**src/modeset_params.svh**
```systemverilog
`ifndef MODESET_PARAMS_SVH
`define MODESET_PARAMS_SVH
`define CLK_MHZ 100
`define IO_PWR_TIMEOUT_US 20
`define IO_PWR_TIMEOUT_TC_US 30
`define BUF_ACTIVE_TIMEOUT_US 500
`define VGA_OFF_WAIT_US 100
`define BUF_IDLE_WAIT_US 8
`define IO_PWR_CYC (`IO_PWR_TIMEOUT_US * `CLK_MHZ)
`define IO_PWR_TC_CYC (`IO_PWR_TIMEOUT_TC_US * `CLK_MHZ)
`define BUF_ACTIVE_CYC (`BUF_ACTIVE_TIMEOUT_US * `CLK_MHZ)
`define VGA_OFF_CYC (`VGA_OFF_WAIT_US * `CLK_MHZ)
`define BUF_IDLE_CYC (`BUF_IDLE_WAIT_US * `CLK_MHZ)
`define FRAME_CYC_DEFAULT 1666667
`define TC_LANES_MAX 3'h4
`define LANE_MODE_X4 2'h3
`define PORT_SEL_NONE 3'h0
`define VGA_SCREEN_OFF_BIT 5
`define ADDR_CTRL 4'h0
`define ADDR_CFG 4'h1
`define ADDR_STATUS 4'h2
`define ADDR_ERR 4'h3
`define CTRL_START_EN 0
`define CTRL_START_DIS 1
`define CFG_TC_STATIC 0
`define CFG_VGA 1
`define CFG_PWR_IO_CTL 2
`define CFG_PLL_MAP 3
`define CFG_PFIT 4
`define CFG_PLL_SHARED 5
`define CFG_WELLS_SHARED 6
`define CFG_PORT_SEL_LSB 8
`define CFG_PORT_SEL_W 3
`endif

```
**src/modeset_pkg.sv**
```systemverilog
`default_nettype none
package modeset_pkg;
	typedef enum logic [15:0] {
		ST_IDLE = 16'h0001, ST_WELLS = 16'h0002, ST_LANES = 16'h0004, ST_PLL = 16'h0008,
		ST_IOPWR = 16'h0010, ST_PHYMODE = 16'h0020, ST_PIPE = 16'h0040, ST_PORT = 16'h0080,
		ST_D_VGA = 16'h0100, ST_D_TRANS = 16'h0200, ST_D_FUNC = 16'h0400, ST_D_PORT = 16'h0800,
		ST_D_IOPWR = 16'h1000, ST_D_PLL = 16'h2000, ST_D_TC = 16'h4000, ST_D_WELLS = 16'h8000
	} seq_state_e;
	typedef logic [3:0] step_code_t;
endpackage
`default_nettype wire

```
**src/tmds_port_modeset_sequencer.sv**
```systemverilog
// Operation
// - static type-c: enable aux io power in power-well step
// - static type-c: lane count set to max before pll enable
// - program pll only if not running; map to port when selectable
// - io power request, wait enabled; timeout 20 us or 30 us type-c
// - static type-c: phy lane mode x4 after io power, before pipe
// - pipe step starts with transcoder clock select to port clock
// - vga: clear screen-off bit 5, enable panel fitter
// - port function control enabled before transcoder config enable
// - non static type-c: power up all lanes before buffer enable
// - buffer enable then wait not idle, timeout 500 us
// - failing enable unwinds every stage already enabled except lane count and phy lane mode
// - vga disable: set screen-off bit 5, wait 100 us, then planes
// - after config clear wait off status, timeout two frame times
// - function control off with port select none, then panel fitter off
// - buffer off, wait 8 us or idle, then transcoder clock none
// - drop io power, unmap pll, stop pll only if unshared
// - static type-c disable: aux io off, then safe-state bit 0
// - release only power wells not still required
//
// Design decisions made here: the address map and the address-and-strobe port.
`timescale 1ns/10ps
`default_nettype none
`include "modeset_params.svh"
module tmds_port_modeset_sequencer
	import modeset_pkg::*;
#(
	parameter int FRAME_CYC = `FRAME_CYC_DEFAULT,
	parameter int BUF_ACTIVE_CYC = `BUF_ACTIVE_CYC,
	parameter int VGA_OFF_CYC = `VGA_OFF_CYC
) (
	input wire logic core_clk_in,
	input wire logic rst_b_in,
	input wire logic [3:0] addr_in,
	input wire logic [31:0] wdata_in,
	input wire logic wr_in,
	input wire logic rd_in,
	output logic [31:0] rdata_out,
	input wire logic display_init_in,
	input wire logic audio_off_in,
	input wire logic pll_running_in,
	input wire logic io_pwr_enabled_in,
	input wire logic buf_idle_in,
	input wire logic trans_off_in,
	output logic power_wells_out,
	output logic aux_io_power_out,
	output logic [2:0] typec_main_link_lane_count_out,
	output logic pll_enable_out,
	output logic pll_map_out,
	output logic io_power_request_out,
	output logic [1:0] phy_lane_mode_out,
	output logic trans_clk_sel_out,
	output logic planes_enable_out,
	output logic vga_screen_off_out,
	output logic panel_fitter_out,
	output logic transcoder_port_function_control_out,
	output logic [2:0] port_select_field_out,
	output logic transcoder_config_out,
	output logic lane_power_down_config_out,
	output logic port_buffer_control_out,
	output logic typec_safe_state_bit_out,
	output logic busy_out,
	output logic done_out,
	output logic audio_allow_out
);
	seq_state_e state_reg;
	logic [31:0] cfg_reg;
	logic [20:0] timer_reg;
	logic [2:0] sub_reg;
	logic err_reg;
	step_code_t err_step_reg;
	logic failed_reg;
	logic [31:0] rdata_next;

	wire cfg_tc = cfg_reg[`CFG_TC_STATIC];
	wire cfg_vga = cfg_reg[`CFG_VGA];
	wire cfg_io = cfg_reg[`CFG_PWR_IO_CTL];
	wire cfg_map = cfg_reg[`CFG_PLL_MAP];
	wire cfg_pfit = cfg_reg[`CFG_PFIT] | cfg_vga;
	wire wr_ctrl = wr_in && addr_in == `ADDR_CTRL;
	wire start_en = wr_ctrl && wdata_in[`CTRL_START_EN] && display_init_in;
	wire start_dis = wr_ctrl && wdata_in[`CTRL_START_DIS] && audio_off_in;

	function automatic logic [3:0] code_of(input seq_state_e s);
		case (s)
			ST_IOPWR: code_of = 4'h1;
			ST_PORT: code_of = 4'h2;
			ST_D_TRANS: code_of = 4'h3;
			default: code_of = 4'h0;
		endcase
	endfunction

	wire [20:0] io_limit = cfg_tc ? 21'(`IO_PWR_TC_CYC) : 21'(`IO_PWR_CYC);
	// only a wait still unmet can time out, so a late success never raises the error
	wire timed_out = (state_reg == ST_IOPWR && cfg_io && !io_pwr_enabled_in && timer_reg >= io_limit) ||
		(state_reg == ST_PORT && sub_reg == 3'h2 && buf_idle_in && timer_reg >= 21'(BUF_ACTIVE_CYC)) ||
		(state_reg == ST_D_TRANS && sub_reg == 3'h2 && !trans_off_in && timer_reg >= 21'(FRAME_CYC));

	// one flat state register keeps ordering visible; disable stages clear their outputs whether on or not,
	// so unwind after a failure walks every stage; only the vga stage checks that planes are still on
	always_ff @(posedge core_clk_in or negedge rst_b_in) begin
		if (!rst_b_in) begin
			state_reg <= ST_IDLE;
			sub_reg <= 3'h0;
			timer_reg <= 21'h0;
			failed_reg <= 1'b0;
		end else begin
			timer_reg <= timer_reg + 21'h1;
			case (state_reg)
				ST_IDLE: begin
					timer_reg <= 21'h0;
					sub_reg <= 3'h0;
					if (start_en) begin
						state_reg <= ST_WELLS;
						failed_reg <= 1'b0;
					end else if (start_dis) begin
						state_reg <= ST_D_VGA;
						failed_reg <= 1'b0;
					end
				end
				ST_WELLS: state_reg <= ST_LANES;
				ST_LANES: state_reg <= ST_PLL;
				ST_PLL: begin
					timer_reg <= 21'h0;
					state_reg <= ST_IOPWR;
				end
				ST_IOPWR: begin
					if (!cfg_io || io_pwr_enabled_in) begin
						state_reg <= ST_PHYMODE;
					end else if (timed_out) begin
						state_reg <= ST_D_VGA;
						timer_reg <= 21'h0;
						failed_reg <= 1'b1;
					end
				end
				ST_PHYMODE: state_reg <= ST_PIPE;
				ST_PIPE: begin
					sub_reg <= sub_reg + 3'h1;
					if (sub_reg == 3'h3) begin
						sub_reg <= 3'h0;
						state_reg <= ST_PORT;
					end
				end
				ST_PORT: begin
					if (sub_reg != 3'h2) begin
						sub_reg <= sub_reg + 3'h1;
						timer_reg <= 21'h0;
					end else if (!buf_idle_in) begin
						state_reg <= ST_IDLE;
					end else if (timed_out) begin
						// fresh timer so the vga screen-off wait is not skipped on unwind
						state_reg <= ST_D_VGA;
						timer_reg <= 21'h0;
						failed_reg <= 1'b1;
					end
				end
				ST_D_VGA: begin
					if (!cfg_vga || !planes_enable_out || timer_reg >= 21'(VGA_OFF_CYC)) begin
						state_reg <= ST_D_TRANS;
						timer_reg <= 21'h0;
						sub_reg <= 3'h0;
					end
				end
				ST_D_TRANS: begin
					if (sub_reg == 3'h0) begin
						sub_reg <= 3'h1;
						timer_reg <= 21'h0;
					end else if (trans_off_in || timed_out) begin
						state_reg <= ST_D_FUNC;
						sub_reg <= 3'h0;
					end else if (sub_reg == 3'h1 && timer_reg >= 21'(FRAME_CYC - 1)) begin
						// two frames counted one at a time so the timer stays narrow
						sub_reg <= 3'h2;
						timer_reg <= 21'h0;
					end
				end
				ST_D_FUNC: begin
					sub_reg <= sub_reg + 3'h1;
					if (sub_reg == 3'h1) begin
						state_reg <= ST_D_PORT;
						sub_reg <= 3'h0;
						timer_reg <= 21'h0;
					end
				end
				ST_D_PORT: begin
					if (sub_reg == 3'h0) begin
						sub_reg <= 3'h1;
						timer_reg <= 21'h0;
					end else if (buf_idle_in || timer_reg >= 21'(`BUF_IDLE_CYC)) begin
						state_reg <= ST_D_IOPWR;
					end
				end
				ST_D_IOPWR: state_reg <= ST_D_PLL;
				ST_D_PLL: state_reg <= ST_D_TC;
				ST_D_TC: state_reg <= ST_D_WELLS;
				ST_D_WELLS: state_reg <= ST_IDLE;
				default: state_reg <= ST_IDLE;
			endcase
		end
	end

	// power, pll and port controls
	always_ff @(posedge core_clk_in or negedge rst_b_in) begin
		if (!rst_b_in) begin
			power_wells_out <= 1'b0;
			aux_io_power_out <= 1'b0;
			typec_main_link_lane_count_out <= 3'h0;
			pll_enable_out <= 1'b0;
			pll_map_out <= 1'b0;
			io_power_request_out <= 1'b0;
			phy_lane_mode_out <= 2'h0;
			lane_power_down_config_out <= 1'b1;
			port_buffer_control_out <= 1'b0;
			typec_safe_state_bit_out <= 1'b0;
		end else begin
			case (state_reg)
				ST_WELLS: begin
					power_wells_out <= 1'b1;
					if (cfg_tc) aux_io_power_out <= 1'b1;
					// port claimed for the static link until disable releases it
					if (cfg_tc) typec_safe_state_bit_out <= 1'b1;
				end
				ST_LANES: if (cfg_tc) typec_main_link_lane_count_out <= `TC_LANES_MAX;
				ST_PLL: begin
					if (!pll_running_in) pll_enable_out <= 1'b1;
					if (cfg_map) pll_map_out <= 1'b1;
					if (cfg_io) io_power_request_out <= 1'b1;
				end
				ST_PHYMODE: if (cfg_tc) phy_lane_mode_out <= `LANE_MODE_X4;
				ST_PORT: begin
					if (sub_reg == 3'h0 && !cfg_tc) lane_power_down_config_out <= 1'b0;
					if (sub_reg == 3'h1) port_buffer_control_out <= 1'b1;
				end
				ST_D_PORT: if (sub_reg == 3'h0) port_buffer_control_out <= 1'b0;
				ST_D_IOPWR: begin
					io_power_request_out <= 1'b0;
					pll_map_out <= 1'b0;
				end
				ST_D_PLL: if (!cfg_reg[`CFG_PLL_SHARED]) pll_enable_out <= 1'b0;
				ST_D_TC: begin
					if (cfg_tc) aux_io_power_out <= 1'b0;
					lane_power_down_config_out <= 1'b1;
				end
				ST_D_WELLS: begin
					// safe-state cleared one step after aux power goes off
					if (cfg_tc) typec_safe_state_bit_out <= 1'b0;
					if (!cfg_reg[`CFG_WELLS_SHARED]) power_wells_out <= 1'b0;
				end
				default: ;
			endcase
		end
	end

	// pipe and transcoder controls
	always_ff @(posedge core_clk_in or negedge rst_b_in) begin
		if (!rst_b_in) begin
			trans_clk_sel_out <= 1'b0;
			planes_enable_out <= 1'b0;
			vga_screen_off_out <= 1'b1;
			panel_fitter_out <= 1'b0;
			transcoder_port_function_control_out <= 1'b0;
			port_select_field_out <= `PORT_SEL_NONE;
			transcoder_config_out <= 1'b0;
		end else begin
			case (state_reg)
				ST_PIPE: begin
					case (sub_reg)
						3'h0: trans_clk_sel_out <= 1'b1;
						3'h1: begin
							planes_enable_out <= 1'b1;
							if (cfg_vga) vga_screen_off_out <= 1'b0;
							if (cfg_pfit) panel_fitter_out <= 1'b1;
						end
						3'h2: begin
							transcoder_port_function_control_out <= 1'b1;
							port_select_field_out <= cfg_reg[`CFG_PORT_SEL_LSB +: `CFG_PORT_SEL_W];
						end
						3'h3: transcoder_config_out <= 1'b1;
						default: ;
					endcase
				end
				ST_D_VGA: if (cfg_vga && planes_enable_out) vga_screen_off_out <= 1'b1;
				ST_D_TRANS: if (sub_reg == 3'h0) begin
					planes_enable_out <= 1'b0;
					transcoder_config_out <= 1'b0;
				end
				ST_D_FUNC: begin
					if (sub_reg == 3'h0) begin
						transcoder_port_function_control_out <= 1'b0;
						port_select_field_out <= `PORT_SEL_NONE;
					end else begin
						panel_fitter_out <= 1'b0;
					end
				end
				ST_D_IOPWR: trans_clk_sel_out <= 1'b0;
				default: ;
			endcase
		end
	end

	// status, config and sticky error
	always_ff @(posedge core_clk_in or negedge rst_b_in) begin
		if (!rst_b_in) begin
			cfg_reg <= 32'h0;
			err_reg <= 1'b0;
			err_step_reg <= 4'h0;
			done_out <= 1'b0;
			busy_out <= 1'b0;
			audio_allow_out <= 1'b0;
			rdata_out <= 32'h0;
		end else begin
			if (wr_in && addr_in == `ADDR_CFG && state_reg == ST_IDLE) cfg_reg <= wdata_in;
			// set wins over a clear in the same cycle
			if (timed_out) begin
				err_reg <= 1'b1;
				err_step_reg <= code_of(state_reg);
			end else if (wr_in && addr_in == `ADDR_ERR && wdata_in[0]) begin
				err_reg <= 1'b0;
				err_step_reg <= 4'h0;
			end
			busy_out <= state_reg != ST_IDLE && !(state_reg == ST_D_WELLS);
			if (start_en || start_dis) done_out <= 1'b0;
			else if (state_reg == ST_D_WELLS || (state_reg == ST_PORT && sub_reg == 3'h2 && !buf_idle_in))
				done_out <= 1'b1;
			audio_allow_out <= (state_reg == ST_PORT && sub_reg == 3'h2 && !buf_idle_in) ||
				(audio_allow_out && state_reg == ST_IDLE && !start_dis);
			rdata_out <= rd_in ? rdata_next : 32'h0;
		end
	end

	always_comb begin
		case (addr_in)
			`ADDR_CFG: rdata_next = cfg_reg;
			`ADDR_STATUS: rdata_next = {27'h0, failed_reg, audio_allow_out, err_reg, done_out, busy_out};
			`ADDR_ERR: rdata_next = {27'h0, err_step_reg, err_reg};
			default: rdata_next = 32'h0;
		endcase
	end

	property p_refuse;
		@(posedge core_clk_in) disable iff (!rst_b_in)
		(state_reg == ST_IDLE && wr_ctrl && wdata_in[0] && !display_init_in && !wdata_in[1]) |=> state_reg == ST_IDLE;
	endproperty
	a_refuse: assert property (p_refuse) else $error("enable started without init");
	property p_clk_first;
		@(posedge core_clk_in) disable iff (!rst_b_in)
		$rose(planes_enable_out) |-> trans_clk_sel_out;
	endproperty
	a_clk_first: assert property (p_clk_first) else $error("planes before clock select");
	property p_func_before_conf;
		@(posedge core_clk_in) disable iff (!rst_b_in)
		$rose(transcoder_config_out) |-> $past(transcoder_port_function_control_out);
	endproperty
	a_func_before_conf: assert property (p_func_before_conf) else $error("config before func ctl");
	property p_lanes_before_buf;
		@(posedge core_clk_in) disable iff (!rst_b_in)
		($rose(port_buffer_control_out) && !cfg_tc) |-> !lane_power_down_config_out;
	endproperty
	a_lanes_before_buf: assert property (p_lanes_before_buf) else $error("buffer on with lanes down");
	property p_io_timeout;
		@(posedge core_clk_in) disable iff (!rst_b_in)
		(state_reg == ST_IOPWR && timer_reg == io_limit && !io_pwr_enabled_in && cfg_io) |=> err_reg && err_step_reg == 4'h1;
	endproperty
	a_io_timeout: assert property (p_io_timeout) else $error("io power timeout missed");
	property p_tc_lanes;
		@(posedge core_clk_in) disable iff (!rst_b_in)
		($rose(pll_enable_out) && cfg_tc) |-> typec_main_link_lane_count_out == `TC_LANES_MAX;
	endproperty
	a_tc_lanes: assert property (p_tc_lanes) else $error("pll on before lane count");
	property p_pfit_order;
		@(posedge core_clk_in) disable iff (!rst_b_in)
		$fell(panel_fitter_out) |-> !transcoder_port_function_control_out && port_select_field_out == `PORT_SEL_NONE;
	endproperty
	a_pfit_order: assert property (p_pfit_order) else $error("pfit off before func ctl");
	property p_clk_none;
		@(posedge core_clk_in) disable iff (!rst_b_in)
		$fell(trans_clk_sel_out) |-> !port_buffer_control_out;
	endproperty
	a_clk_none: assert property (p_clk_none) else $error("clock removed with buffer on");
	property p_err_sticky;
		@(posedge core_clk_in) disable iff (!rst_b_in)
		(err_reg && !(wr_in && addr_in == `ADDR_ERR)) |=> err_reg;
	endproperty
	a_err_sticky: assert property (p_err_sticky) else $error("error flag lost");
	c_enable: cover property (@(posedge core_clk_in) disable iff (!rst_b_in) $rose(audio_allow_out));
	c_unwind: cover property (@(posedge core_clk_in) disable iff (!rst_b_in) $rose(failed_reg));
	c_disable: cover property (@(posedge core_clk_in) disable iff (!rst_b_in) state_reg == ST_D_WELLS && !failed_reg);
endmodule // tmds_port_modeset_sequencer
`default_nettype wire

```
**config.mk**
```make
export PLATFORM = sky130hd
export DESIGN_NAME = tmds_port_modeset_sequencer
export DESIGN_NICKNAME = d
export VERILOG_FILES = /design/src/modeset_pkg.sv /design/src/tmds_port_modeset_sequencer.sv
export VERILOG_INCLUDE_DIRS = /design/src /design/src/src
export SDC_FILE = /design/constraint.sdc
export NUM_CORES = 1
export LEC_CHECK = 0
export BUFFER_PORTS_ARGS = -buffer_cell sky130_fd_sc_hd__buf_2
export CAP_MARGIN = 10
export CORE_ASPECT_RATIO = 0.9
export CORE_MARGIN = 3
export CORE_UTILIZATION = 56
export CTS_CLUSTER_SIZE = 24
export DETAILED_ROUTE_END_ITERATION = 7
export PLACE_DENSITY_LB_ADDON = 0.3
export SLEW_MARGIN = 0
export SYNTH_ARGS = -nofsm -noshare
export SYNTH_HDL_FRONTEND = slang
export SYNTH_SLANG_ARGS = --single-unit
```
**constraint.sdc**
```tcl
create_clock -name core_clk_in -period 5.3 [get_ports core_clk_in]
set_clock_uncertainty 0.1 [all_clocks]
set_input_delay 0.795 -clock core_clk_in [delete_from_list [all_inputs] [get_ports core_clk_in]]
set_output_delay 0.795 -clock core_clk_in [all_outputs]
set_load 0.005 [all_outputs]
```
======== Word-level counts from Yosys, hierarchy flattened ========
Index checks and enable logic that the tools add are counted.
word-level totals
  output and inout bits ................... 57
  register bits after elaboration ......... 132
  input bits .............................. 46
operators by class
  equal/unequal tests ..................... 57
  add/sub/neg operators ................... 2
  reductions and logical operators ........ 80
  mux-type cells .......................... 87
  $lt $le $gt $ge ......................... 6
  bitwise logic cells ..................... 1
operator list
  kind                     count
  $pmux W16 S15            1
  $mux W21                 10
  $mux W16                 13
  $pmux W21 S7             1
  $pmux W32 S3             1
  $ne A2 B2 Y1 const B     26
  $ge A21 B21 Y1 const B   2
  $mux W32                 1
  $mux W3                  10
  $mux W1                  29
  $pmux W1 S2              14
  $logic_and A1 B1 Y1      25
  $reduce_bool A2 Y1       12
  $add A21 B1 Y21 const B  1
  $ge A21 B10 Y1 const B   1
  $ge A21 B12 Y1           1
  $ge A21 B14 Y1 const B   1
  $ge A21 B16 Y1 const B   1
  $pmux W3 S7              1
  $reduce_and A3 Y1        7
  $eq A16 B1 Y1 const B    1
  $eq A16 B10 Y1 const B   1
  $eq A16 B11 Y1 const B   1
  $eq A16 B12 Y1 const B   1
  other kinds (39)         71

======== Longest topological paths before layout ========
Gate-level depths: netlist of run 1.
  depth in word-level cells ............... 10
  mapped depth ............................ 12

======== Least setup slack after synthesis of run 1 ========
No wires, ideal clock.
  kind .................................... reg-to-reg
  from .................................... register cfg_reg[0]
  to ...................................... register timer_reg[16]
  clock period less this slack ............ 2.704 ns
  setup slack ............................. 2.596 ns
  data required time ...................... 5.081 ns
  data arrival time ....................... 2.486 ns
  library setup time ...................... 0.119 ns
  stages on the path, launching flop included .. 11
  path through ............................ dfrtp_1 > clkbuf_1 > inv_1 > ha_1 > a2111oi_0 > and3_1 > nor2_2 > o41a_1 > a211oi_2 > buf_4 > nor2_1
between the ends
  cells in the longest elaborated chain, start to end .. 9
  elaborated cells between the ends (all ways) .. 13
  classes of those cells .................. 1 x order compare; 8 x mux; 4 x reduce/logical
ends and longest elaborated chain
  what                                                   line                                                                                                        RTL
  from (decl)                                            tmds_port_modeset_sequencer.sv:67                                                                           logic [31:0] cfg_reg;
  from (signal assigned)                                 tmds_port_modeset_sequencer.sv:312                                                                          if (wr_in && addr_in == `ADDR_CFG && state_reg == ST_IDLE) cfg_reg <= wdata_in;
  $mux W12 *                                             tmds_port_modeset_sequencer.sv:93                                                                           wire [20:0] io_limit = cfg_tc ? 21'(`IO_PWR_TC_CYC) : 21'(`IO_PWR_CYC);
  $ge A21 B12 Y1 *                                       tmds_port_modeset_sequencer.sv:95                                                                           wire timed_out = (state_reg == ST_IOPWR && cfg_io && !io_pwr_enabled_in && timer_reg >= io_limit) ||
  $logic_and A1 B1 Y1 *                                  tmds_port_modeset_sequencer.sv:95
  $logic_or A1 B1 Y1 *                                   tmds_port_modeset_sequencer.sv:95
  $logic_or A1 B1 Y1 *                                   tmds_port_modeset_sequencer.sv:96                                                                           (state_reg == ST_PORT && sub_reg == 3'h2 && buf_idle_in && timer_reg >= 21'(BUF_ACTIVE_CYC)) ||
  $mux W21 / $logic_or A1 B1 Y1 (equally long branches)  tmds_port_modeset_sequencer.sv:130, tmds_port_modeset_sequencer.sv:150, tmds_port_modeset_sequencer.sv:168
  $mux W21, on equally long branches                     tmds_port_modeset_sequencer.sv:148, tmds_port_modeset_sequencer.sv:168
  $mux W21, on equally long branches                     tmds_port_modeset_sequencer.sv:145, tmds_port_modeset_sequencer.sv:165
  $pmux W21 S7 *                                         tmds_port_modeset_sequencer.sv:109                                                                          case (state_reg)
  to (signal assigned)                                   tmds_port_modeset_sequencer.sv:108                                                                          timer_reg <= timer_reg + 21'h1;
  to (decl)                                              tmds_port_modeset_sequencer.sv:68                                                                           logic [20:0] timer_reg;
Every way passes the cells marked *; elsewhere a longest branch is shown, timed or not.
A chain may end at the register's enable or synchronous reset.

======== Worst setup path in the final report of run 1 ========
  from .................................... register state_reg[8]
  to ...................................... register cfg_reg[10]
between the ends
  cells in the longest elaborated chain, start to end .. 2
ends and longest elaborated chain
  what                    line                                RTL
  from (decl)             tmds_port_modeset_sequencer.sv:66   seq_state_e state_reg;
  from (signal assigned)  tmds_port_modeset_sequencer.sv:103  state_reg <= ST_IDLE;
  from (signal assigned)  tmds_port_modeset_sequencer.sv:114  state_reg <= ST_WELLS;
  from (signal assigned)  tmds_port_modeset_sequencer.sv:117  state_reg <= ST_D_VGA;
  $eq A16 B1 Y1           tmds_port_modeset_sequencer.sv:312
  $logic_and A1 B1 Y1     tmds_port_modeset_sequencer.sv:312
Every way passes these cells.

==> impl_metrics.env, run 1 <==
export IMPL_status="finished, final reports clean"
export IMPL_h_tree_depth=4
export IMPL_arrival_ps=3590
export IMPL_tns_ps=0
export IMPL_synth_seq_cells=130
export IMPL_yosys_warnings=0
export IMPL_worstHoldPathType="in -> async"
export IMPL_crit_path_start_kind="flip-flop"
export IMPL_cts_clk_slew_worst_paths_ps=60
export IMPL_fin_area_um2=7367
export IMPL_r2r_start="state_reg[8]$_DFFE_PN0P_"
export IMPL_ant_nets=0
export IMPL_post_route_period_util_pct=64.07
export IMPL_slew_headroom_pct=44.85
export IMPL_synth_avg_cell_area_um2=10.83
export IMPL_ctsResizeCount=0
export IMPL_fp_dieArea_um2=12410
export IMPL_regArea_um2=3257
export IMPL_final_cells=816
export IMPL_seq_area_frac_synth_pct=52.37
export IMPL_multi_input_area_um2=2793
export IMPL_p_per_area_nw_per_um2=414.2
export IMPL_grt_total_usage_pct=25.62
export IMPL_dr_pass1_iters=4
export IMPL_layout_drive_gt1_share_pct=28.68
export IMPL_switching_share_pct=30.98
export IMPL_drc=0
export IMPL_cts_buffers=17
export IMPL_fillers=783
export IMPL_dp_hpwl_um=10780
export IMPL_io_pins=103
export IMPL_seq_power_share_pct=41.8
export IMPL_start_util_pct=59.17
export IMPL_maxCapViolations=0
export IMPL_required_ps=5500
export IMPL_grt_pass1_wl_um=24700
export IMPL_grt_max_degree=60
export IMPL_first_global_vias=4973
export IMPL_numPortBuffers=100
export IMPL_cp_cell_sequence="nor4_4 -> nand3_4 -> or4_1 -> nor3_4 -> buf_4 -> mux2_2"
export IMPL_dp_cells=786
export IMPL_place_area_um2=6802
export IMPL_startpoint="state_reg[8]$_DFFE_PN0P_"
export IMPL_worst_pin_slew_ps=824.5
export IMPL_rsz0062_at_grt="false"
export IMPL_worst_path_stages=6
export IMPL_fp_coreArea_um2=10510
export IMPL_path_delay_family="simple AND/OR/NAND/NOR gates"
export IMPL_cts_buffer_depth=2
export IMPL_via_count=4895
export IMPL_gp_congestion=0.9542
export IMPL_p_leak_nw=3.603
export IMPL_slowest_stage="nor3_4"
export IMPL_nets=735
export IMPL_reg2reg_slack_ps=1900
export IMPL_internal_power_w=0.002106
export IMPL_finalMaxSlewViolations=0
export IMPL_diodes=0
export IMPL_comb_power_share_pct=21.4
export IMPL_netlist_area_um2=6218
export IMPL_cts_root_buf="clkbuf_16"
export IMPL_num_rows=35
export IMPL_p_sw_w=0.0009453
export IMPL_wl_per_cell_um=18.49
export IMPL_postSynthCellCount=574
export IMPL_cts_hold_buf=0
export IMPL_antenna_found_initial=0
export IMPL_p_clk_share_pct=36.9
export IMPL_total_power_w=0.003051
export IMPL_worstSkewPairLatency_ps=420
export IMPL_vias_per_cell=5.999
export IMPL_synthFlopType="dfrtp_1"
export IMPL_ff2ff_path_depth=6
export IMPL_overflow=0
export IMPL_clock_fmax_mhz=294.5
export IMPL_cp_max_fo=19
export IMPL_yosysUniqueCellTypes=70
export IMPL_ir_worst_vdd_v=0.0002539
export IMPL_crit_type="reg -> reg"
export IMPL_crit_buf_inv=1
export IMPL_hold_viol_final=0
export IMPL_synth_edf_count=0
export IMPL_post_cts_buffers=0
export IMPL_crit_path_max_incr_delay_ps=720
export IMPL_setup_viol_count_final=0
export IMPL_dieWidth_um=117.1
export IMPL_drt_iter0_drc=304
export IMPL_die_y_um=106.0
export IMPL_end_kind="flip-flop"
export IMPL_worstReg2RegEnd="cfg_reg[10]$_DFFE_PN0P_"
export IMPL_layout_min_cycle_time_ps=3396
export IMPL_cts_tree="yes"
export IMPL_async_flop_share_pct=100.0
export IMPL_areaGrowthSynthToFinish_pct=18.47
export IMPL_routed_wl_um=15090
export IMPL_endpoint="cfg_reg[10]$_DFFE_PN0P_"
export IMPL_cts_num_sinks=130
==> layout by cell type (no fill, tap or decap), types with 5 or more instances in the layout <==
cell	Yosys	routed
nand2b_1	5	5
inv_1	16	16
nand2_1	32	32
and2_1	28	28
or4_1	7	7
nor3_1	14	14
nor2b_1	7	7
clkbuf_16	0	17
or3_1	6	6
nand4_1	6	6
dfrtp_1	127	127
a21oi_1	23	23
nand3_1	24	24
nor3b_1	5	5
buf_4	8	5
xor2_1	11	11
and3_1	7	7
o21ai_0	22	22
xnor2_1	12	12
mux2_2	32	32
buf_2	2	99
a22oi_1	6	6
ha_1	13	13
nor2_1	66	65
==> power groups by stage <==
stage / Clock [W] / Combinational, W / Sequential, W
after global routing: 0.00118 / 0.000725 / 0.00129
after CTS: 0.00114 / 0.000650 / 0.00127
after detailed placement: 0 / 0.000638 / 0.00128
after global placement: 0 / 0.000618 / 0.00127
after floorplan: 0 / 0.000485 / 0.00123
final: 0.00112 / 0.000652 / 0.00127
==> logic make-up after synthesis <==
logic type | share of synthesized area, %
xor+xnor | 3.239
fa+ha+maj | 2.616
mux | 6.117
simple gates | 23.40
buf+inv | 2.817
other cells | 0.06030
flops | 52.37
compound gates | 9.376
==> synth_stat cells (all sizes together) (3+ instances only) <==
cell	count	area share, %
inv	16	0.97
or3	6	0.60
nor4	10	2.2
nand2b	5	0.50
nand3	27	2.5
dfstp	3	1.3
a22oi	6	0.72
buf	10	1.1
nand2	32	1.9
nor2	68	4.2
xnor2	12	1.7
xor2	11	1.5
dfrtp	127	51
mux2	32	5.8
or4	8	1.0
nand4b	3	0.42
ha	13	2.6
nor3b	5	0.60
clkbuf	12	0.72
nor2b	7	0.70
nor4b	4	0.80
nor3	15	1.4
or2	4	0.40
a21oi	25	2.3
a211oi	5	0.76
and2	28	2.8
a22o	3	0.42
and3	7	0.70
o21ai	23	1.9
and4b	3	0.48
nand4	6	0.60
o31ai	3	0.36
==> metal layers <==
metal	share of wire (%)	routed length [um]	GRT usage [%]	vias to the layer above
li1	-	-	-	2240
met1	42	6297	33.74	2420
met2	50	7486	41.43	197
met3	6.0	912	5.464	38
met4	2.6	389	9.910	0
met5	0	0	0	-
==> cell type report <==
| class | instances | area share (%) |
|---|---|---|
| clock buffers | 17 | 5.774 |
| clock inverters | 13 | 1.868 |
| inverters | 16 | 0.8152 |
| multi-input cells | 407 | 37.91 |
| flip-flops and latches | 130 | 44.21 |
| well taps | 129 | 2.191 |
| repair buffers | 104 | 7.235 |
==> metrics by stage <==
stage	util, %	hold WS [ps]	setup slack (ps)
after floorplan	-	349.4	2596
after global placement	64.71	336.8	2051
after detailed placement	64.71	342.7	1972
after CTS	70.07	352.4	1896
after global routing	70.10	373.7	1739
final	70.10	336.1	1904
==> how the worst min path moves through the flow <==
stage	cells past startpoint	slack, ps	end
final	1	340	phy_lane_mode_out[0]$_DFFE_PN0P_
after global routing	1	370	typec_main_link_lane_count_out[2]$_DFFE_PN0P_
after CTS	1	350	typec_main_link_lane_count_out[2]$_DFFE_PN0P_
after detailed placement	1	340	typec_main_link_lane_count_out[2]$_DFFE_PN0P_
after global placement	1	340	typec_main_link_lane_count_out[2]$_DFFE_PN0P_
after floorplan	1	350	rdata_out[11]$_DFF_PN0_
No activity file was read; power rests on OpenSTA's default activity.
==> run 2: changes to the inputs <==
CORE_UTILIZATION = 51   (was 56)
clock period = 3.08 ns   (was 5.3 ns; I/O delays follow)
==> impl_metrics.env, run 2 (synthesized netlist as in run 1, its figures left out) <==
export IMPL_h_tree_depth=4
export IMPL_cp_max_fo=6
export IMPL_arrival_ps=3170
export IMPL_cts_root_buf="clkbuf_16"
export IMPL_fp_dieArea_um2=13560
export IMPL_wl_per_cell_um=17.67
export IMPL_antenna_found_initial=0
export IMPL_fillers=925
export IMPL_worstReg2RegEnd="state_reg[8]$_DFFE_PN0P_"
export IMPL_end_kind="flip-flop"
export IMPL_gp_congestion=0.9364
export IMPL_via_count=4911
export IMPL_drt_iter0_drc=326
export IMPL_layout_min_cycle_time_ps=2926
export IMPL_clock_fmax_mhz=341.8
export IMPL_layout_commonest_cell="dfrtp_1"
export IMPL_r2r_start="state_reg[13]$_DFFE_PN0P_"
export IMPL_vias_per_cell=5.744
export IMPL_dp_hpwl_um=10940
export IMPL_finalMaxSlewViolations=0
export IMPL_cts_buffer_depth=2
export IMPL_cts_buffers=17
export IMPL_cts_clk_slew_worst_paths_ps=60
export IMPL_maxCapViolations=0
export IMPL_endpoint="state_reg[8]$_DFFE_PN0P_"
export IMPL_grt_pass1_wl_um=24740
export IMPL_post_cts_buffers=0
export IMPL_drc=0
export IMPL_dr_pass1_iters=5
export IMPL_numPortBuffers=100
export IMPL_nets=745
export IMPL_final_cells=855
export IMPL_ff2ff_path_depth=7
export IMPL_worstHoldPathType="in -> reg"
export IMPL_routed_wl_um=15110
export IMPL_p_per_area_nw_per_um2=723.9
export IMPL_tns_ps=0
export IMPL_start_util_pct=53.30
export IMPL_layout_drive_gt1_share_pct=29.61
export IMPL_dieWidth_um=122.4
export IMPL_areaGrowthSynthToFinish_pct=21.63
export IMPL_first_global_vias=4898
export IMPL_diodes=0
export IMPL_p_leak_nw=3.687
export IMPL_dp_cells=822
export IMPL_io_pins=103
export IMPL_final_cell_mix="dfrtp_1 (127), buf_2 (99), nor2_1 (66)"
export IMPL_rsz0062_at_grt="false"
export IMPL_grt_total_usage_pct=23.27
export IMPL_crit_path_start_kind="flip-flop"
export IMPL_worstSkewPairLatency_ps=420
export IMPL_cts_num_sinks=130
export IMPL_die_y_um=110.8
export IMPL_ant_nets=0
export IMPL_slew_headroom_pct=60.77
export IMPL_fp_coreArea_um2=11670
export IMPL_ir_worst_vdd_v=0.0004348
export IMPL_post_route_period_util_pct=94.99
export IMPL_status="finished, final reports clean"
export IMPL_reg2reg_slack_ps=150
export IMPL_hold_viol_final=0
export IMPL_required_ps=3320
export IMPL_crit_type="reg -> reg"
export IMPL_grt_max_degree=102
export IMPL_worst_pin_slew_ps=583.1
export IMPL_setup_viol_count_final=0
export IMPL_num_rows=37
export IMPL_overflow=0
export IMPL_startpoint="state_reg[13]$_DFFE_PN0P_"
export IMPL_cts_tree="yes"
==> run 2: worst min-delay path by stage <==
stage                       startpoint                                          endpoint  slack (ps)  cells past startpoint
after global routing      wdata_in[28]                           cfg_reg[28]$_DFFE_PN0P_         150                      2
after detailed placement      rst_b_in  transcoder_port_function_control_out$_DFFE_PN0P_         330                      1
after floorplan               rst_b_in                         audio_allow_out$_DFF_PN0_          70                      0
after CTS                  wdata_in[5]                            cfg_reg[5]$_DFFE_PN0P_         140                      3
final                      wdata_in[5]                            cfg_reg[5]$_DFFE_PN0P_         160                      3
after global placement        rst_b_in  transcoder_port_function_control_out$_DFFE_PN0P_         320                      1
==> run 2: timing repair <==
action | in CTS | in global routing
endpoints found under the setup margin | 0 | 25
hold buffers | 1 | 0
endpoints found under the hold margin | 28 | 0
gates resized for setup | 0 | 2
==> run 2: report_power, final <==
part | internal (W) | total [W] | switching [W] | leakage [nW]
registers | 0.00197 | 0.00217 | 0.000204 | 1.75
clock network | 0.00130 | 0.00209 | 0.000784 | 0.290
logic | 0.000526 | 0.00122 | 0.000692 | 1.65
total | 0.00380 | 0.00548 | 0.00168 | 3.69
==> run 2: stage by stage <==
step | hold WS (ps) | cell area (um^2) | total power [W] | worst slack (ps) | util [%]
after detailed placement | 325.8 | 6928 | 0.003389 | 160.8 | 59.38
after global routing | 149.9 | 7564 | 0.005741 | 8.703 | 64.83
final | 155.5 | 7564 | 0.005475 | 154.4 | 64.83
after global placement | 318.3 | 6928 | 0.003329 | 255.0 | 59.38
after floorplan | 66.41 | 6222 | 0.002954 | 375.6 | -
after CTS | 145.0 | 7555 | 0.005490 | 115.4 | 64.76
==> run 2: layout make-up <==
class                   count  area, um^2  share of cell area [%]
clock buffers              18       439.2                   5.806
clock inverters            14       177.7                   2.349
inverters                  16       60.06                  0.7940
multi-input cells         407        2799                   37.01
flip-flops and latches    130        3257                   43.06
well taps                 156       195.2                   2.581
repair buffers            114       635.6                   8.404
==> run 2: per-layer routing <==
layer  track usage, %  wire (um)  vias up
met1            30.84       6329     2421
li1                 -          -     2260
met2            36.34       7273      200
met5                0          0        -
met3            7.092       1187       30
met4            7.985        318        0
==> run 2: worst max-delay path, stage by stage (launching register included) <==
cell and delay, ps:
dfrtp_1 500, nor4b_1 480, nand4_1 320, or3b_2 560
nor2_2 200, nor2_2 120, o41a_1 450, o21bai_2 120
==> run 3: changes to the inputs <==
--- a/config.mk
+++ b/config.mk
@@ -8,2 +8,3 @@
 export LEC_CHECK = 0
+export ABC_AREA = 0
 export BUFFER_PORTS_ARGS = -buffer_cell sky130_fd_sc_hd__buf_2
@@ -15,3 +16,3 @@
 export DETAILED_ROUTE_END_ITERATION = 7
-export PLACE_DENSITY_LB_ADDON = 0.3
+export PLACE_DENSITY = 0.76
 export SLEW_MARGIN = 0
==> constraint.sdc (replaced) <==
create_clock -name core_clk_in -period 3.08 [get_ports core_clk_in]
set_clock_uncertainty 0.1 [all_clocks]
set_input_delay 0.154 -clock core_clk_in [delete_from_list [all_inputs] [get_ports core_clk_in]]
set_output_delay 0.154 -clock core_clk_in [all_outputs]
set_load 0.005 [all_outputs]
==> impl_metrics.env, run 3 (synthesized netlist as in run 1, its figures left out) <==
export IMPL_arrival_ps=3120
export IMPL_fp_coreArea_um2=11670
export IMPL_first_global_vias=5258
export IMPL_dr_pass1_iters=5
export IMPL_antenna_found_initial=0
export IMPL_cts_buffers=17
export IMPL_maxCapViolations=0
export IMPL_p_per_area_nw_per_um2=696.9
export IMPL_rsz0062_at_grt="false"
export IMPL_areaGrowthSynthToFinish_pct=27.10
export IMPL_worstSkewPairLatency_ps=410
export IMPL_status="finished, final reports clean"
export IMPL_final_cell_mix="dfrtp_1 (127), buf_2 (99), nor2_1 (66)"
export IMPL_worst_pin_slew_ps=584.0
export IMPL_h_tree_depth=4
export IMPL_crit_path_start_kind="flip-flop"
export IMPL_reg2reg_slack_ps=150
export IMPL_drc=0
export IMPL_vias_per_cell=5.708
export IMPL_grt_pass1_wl_um=26730
export IMPL_layout_min_cycle_time_ps=2927
export IMPL_crit_type="reg -> reg"
export IMPL_overflow=0
export IMPL_required_ps=3270
export IMPL_r2r_start="cfg_reg[0]$_DFFE_PN0P_"
export IMPL_tns_ps=0
export IMPL_end_kind="flip-flop"
export IMPL_fin_ws_ps=153.1
export IMPL_post_cts_buffers=0
export IMPL_routed_wl_um=16230
export IMPL_grt_total_usage_pct=25.09
export IMPL_layout_commonest_cell="dfrtp_1"
export IMPL_hold_viol_final=0
export IMPL_wl_per_cell_um=18.23
export IMPL_via_count=5080
export IMPL_drt_iter0_drc=376
export IMPL_num_rows=37
export IMPL_cp_max_fo=21
export IMPL_ir_worst_vdd_v=0.0004768
export IMPL_die_y_um=110.8
export IMPL_post_route_period_util_pct=95.03
export IMPL_diodes=0
export IMPL_cts_buffer_depth=2
export IMPL_numPortBuffers=100
export IMPL_gp_congestion=0.9047
export IMPL_post_place_ws_ps=214.0
export IMPL_fp_dieArea_um2=13560
export IMPL_cts_clk_slew_worst_paths_ps=60
export IMPL_cts_num_sinks=130
export IMPL_clock_fmax_mhz=341.7
export IMPL_fillers=873
export IMPL_worstHoldPathType="in -> reg"
export IMPL_hp_start="addr_in[1]"
export IMPL_ant_nets=0
export IMPL_dieWidth_um=122.4
export IMPL_finalMaxSlewViolations=0
export IMPL_cts_root_buf="clkbuf_16"
export IMPL_p_leak_nw=3.822
export IMPL_setup_viol_count_final=0
export IMPL_grt_max_degree=97
export IMPL_start_util_pct=53.30
export IMPL_dp_hpwl_um=10900
export IMPL_startpoint="cfg_reg[0]$_DFFE_PN0P_"
export IMPL_slew_headroom_pct=60.71
export IMPL_io_pins=103
export IMPL_nets=781
export IMPL_layout_drive_gt1_share_pct=27.79
export IMPL_cts_tree="yes"
## run 3: cell types whose count changed in the layout (fill, tap and decap cells not counted), sizes merged
| cell | change |
|---|---|
| buf | -1 |
| bufinv | +1 |
| dlygate4sd3 | +37 |
| clkinv | +1 |
| inv | -3 |
## run 3: layout make-up
cell class | count | area, um^2 | share of cell area, %
Clock inverter | 13 | 186.4 | 2.359
Timing Repair Buffer | 150 | 985.9 | 12.47
Sequential cell | 130 | 3257 | 41.21
Clock buffer | 18 | 429.2 | 5.430
Multi-Input combinational cell | 407 | 2790 | 35.30
Inverter | 16 | 60.06 | 0.7599
Tap cell | 156 | 195.2 | 2.470
## run 3: final timing paths
kind                       depth (start not counted)                               end
max in group asynchronous                          3           rdata_out[28]$_DFF_PN0_
setup / recovery                                   9           timer_reg[15]$_DFF_PN0_
hold / removal                                     3            rdata_out[0]$_DFF_PN0_
setup reg to reg                                   9           timer_reg[15]$_DFF_PN0_
min in group asynchronous                          2  phy_lane_mode_out[0]$_DFFE_PN0P_
hold reg to reg                                    1           rdata_out[26]$_DFF_PN0_
## run 3: repair_timing
action,in CTS,in global routing
gates resized for setup,0,1
setup endpoints to repair,0,21
endpoints found under the hold margin,70,0
hold buffers,38,0
## run 3: layer usage
layer | track usage (%) | wire length [um] | vias to the layer above
li1 | - | - | 2343
met1 | 31.89 | 6644 | 2487
met2 | 40.99 | 8072 | 216
met3 | 5.663 | 1084 | 34
met4 | 10.82 | 427 | 0
met5 | 0 | 0 | -
## run 3: through the flow
| stage | hold slack (ps) | instances | util [%] | area (um^2) | power (W) |
|---|---|---|---|---|---|
| 2_1_floorplan | -241.6 | 575 | - | 6222 | 0.002954 |
| 3_3_place_gp | 25.70 | 821 | 59.21 | 6908 | 0.003293 |
| 3_5_place_dp | 30.79 | 821 | 59.21 | 6908 | 0.003348 |
| 4_1_cts | 8.075 | 890 | 67.75 | 7904 | 0.005484 |
| 5_1_grt | 29.22 | 890 | 67.75 | 7904 | 0.005770 |
| 6_report | 26.38 | 890 | 67.75 | 7904 | 0.005509 |
## run 3: worst max-delay path, cell delays in order (launching register included)
cell       delay [ps]
dfrtp_1           450
inv_1             140
ha_1              340
a2111oi_0         480
and3_1            290
nor2_2             80
o41a_1            420
a211oi_2          150
buf_4             260
nor2_1             90
## run 3: power breakdown
group	leakage [nW]	internal, W	switching [W]
combinational	1.79	0.000529	0.000689
clock	0.288	0.00135	0.000757
sequential	1.75	0.00197	0.000216
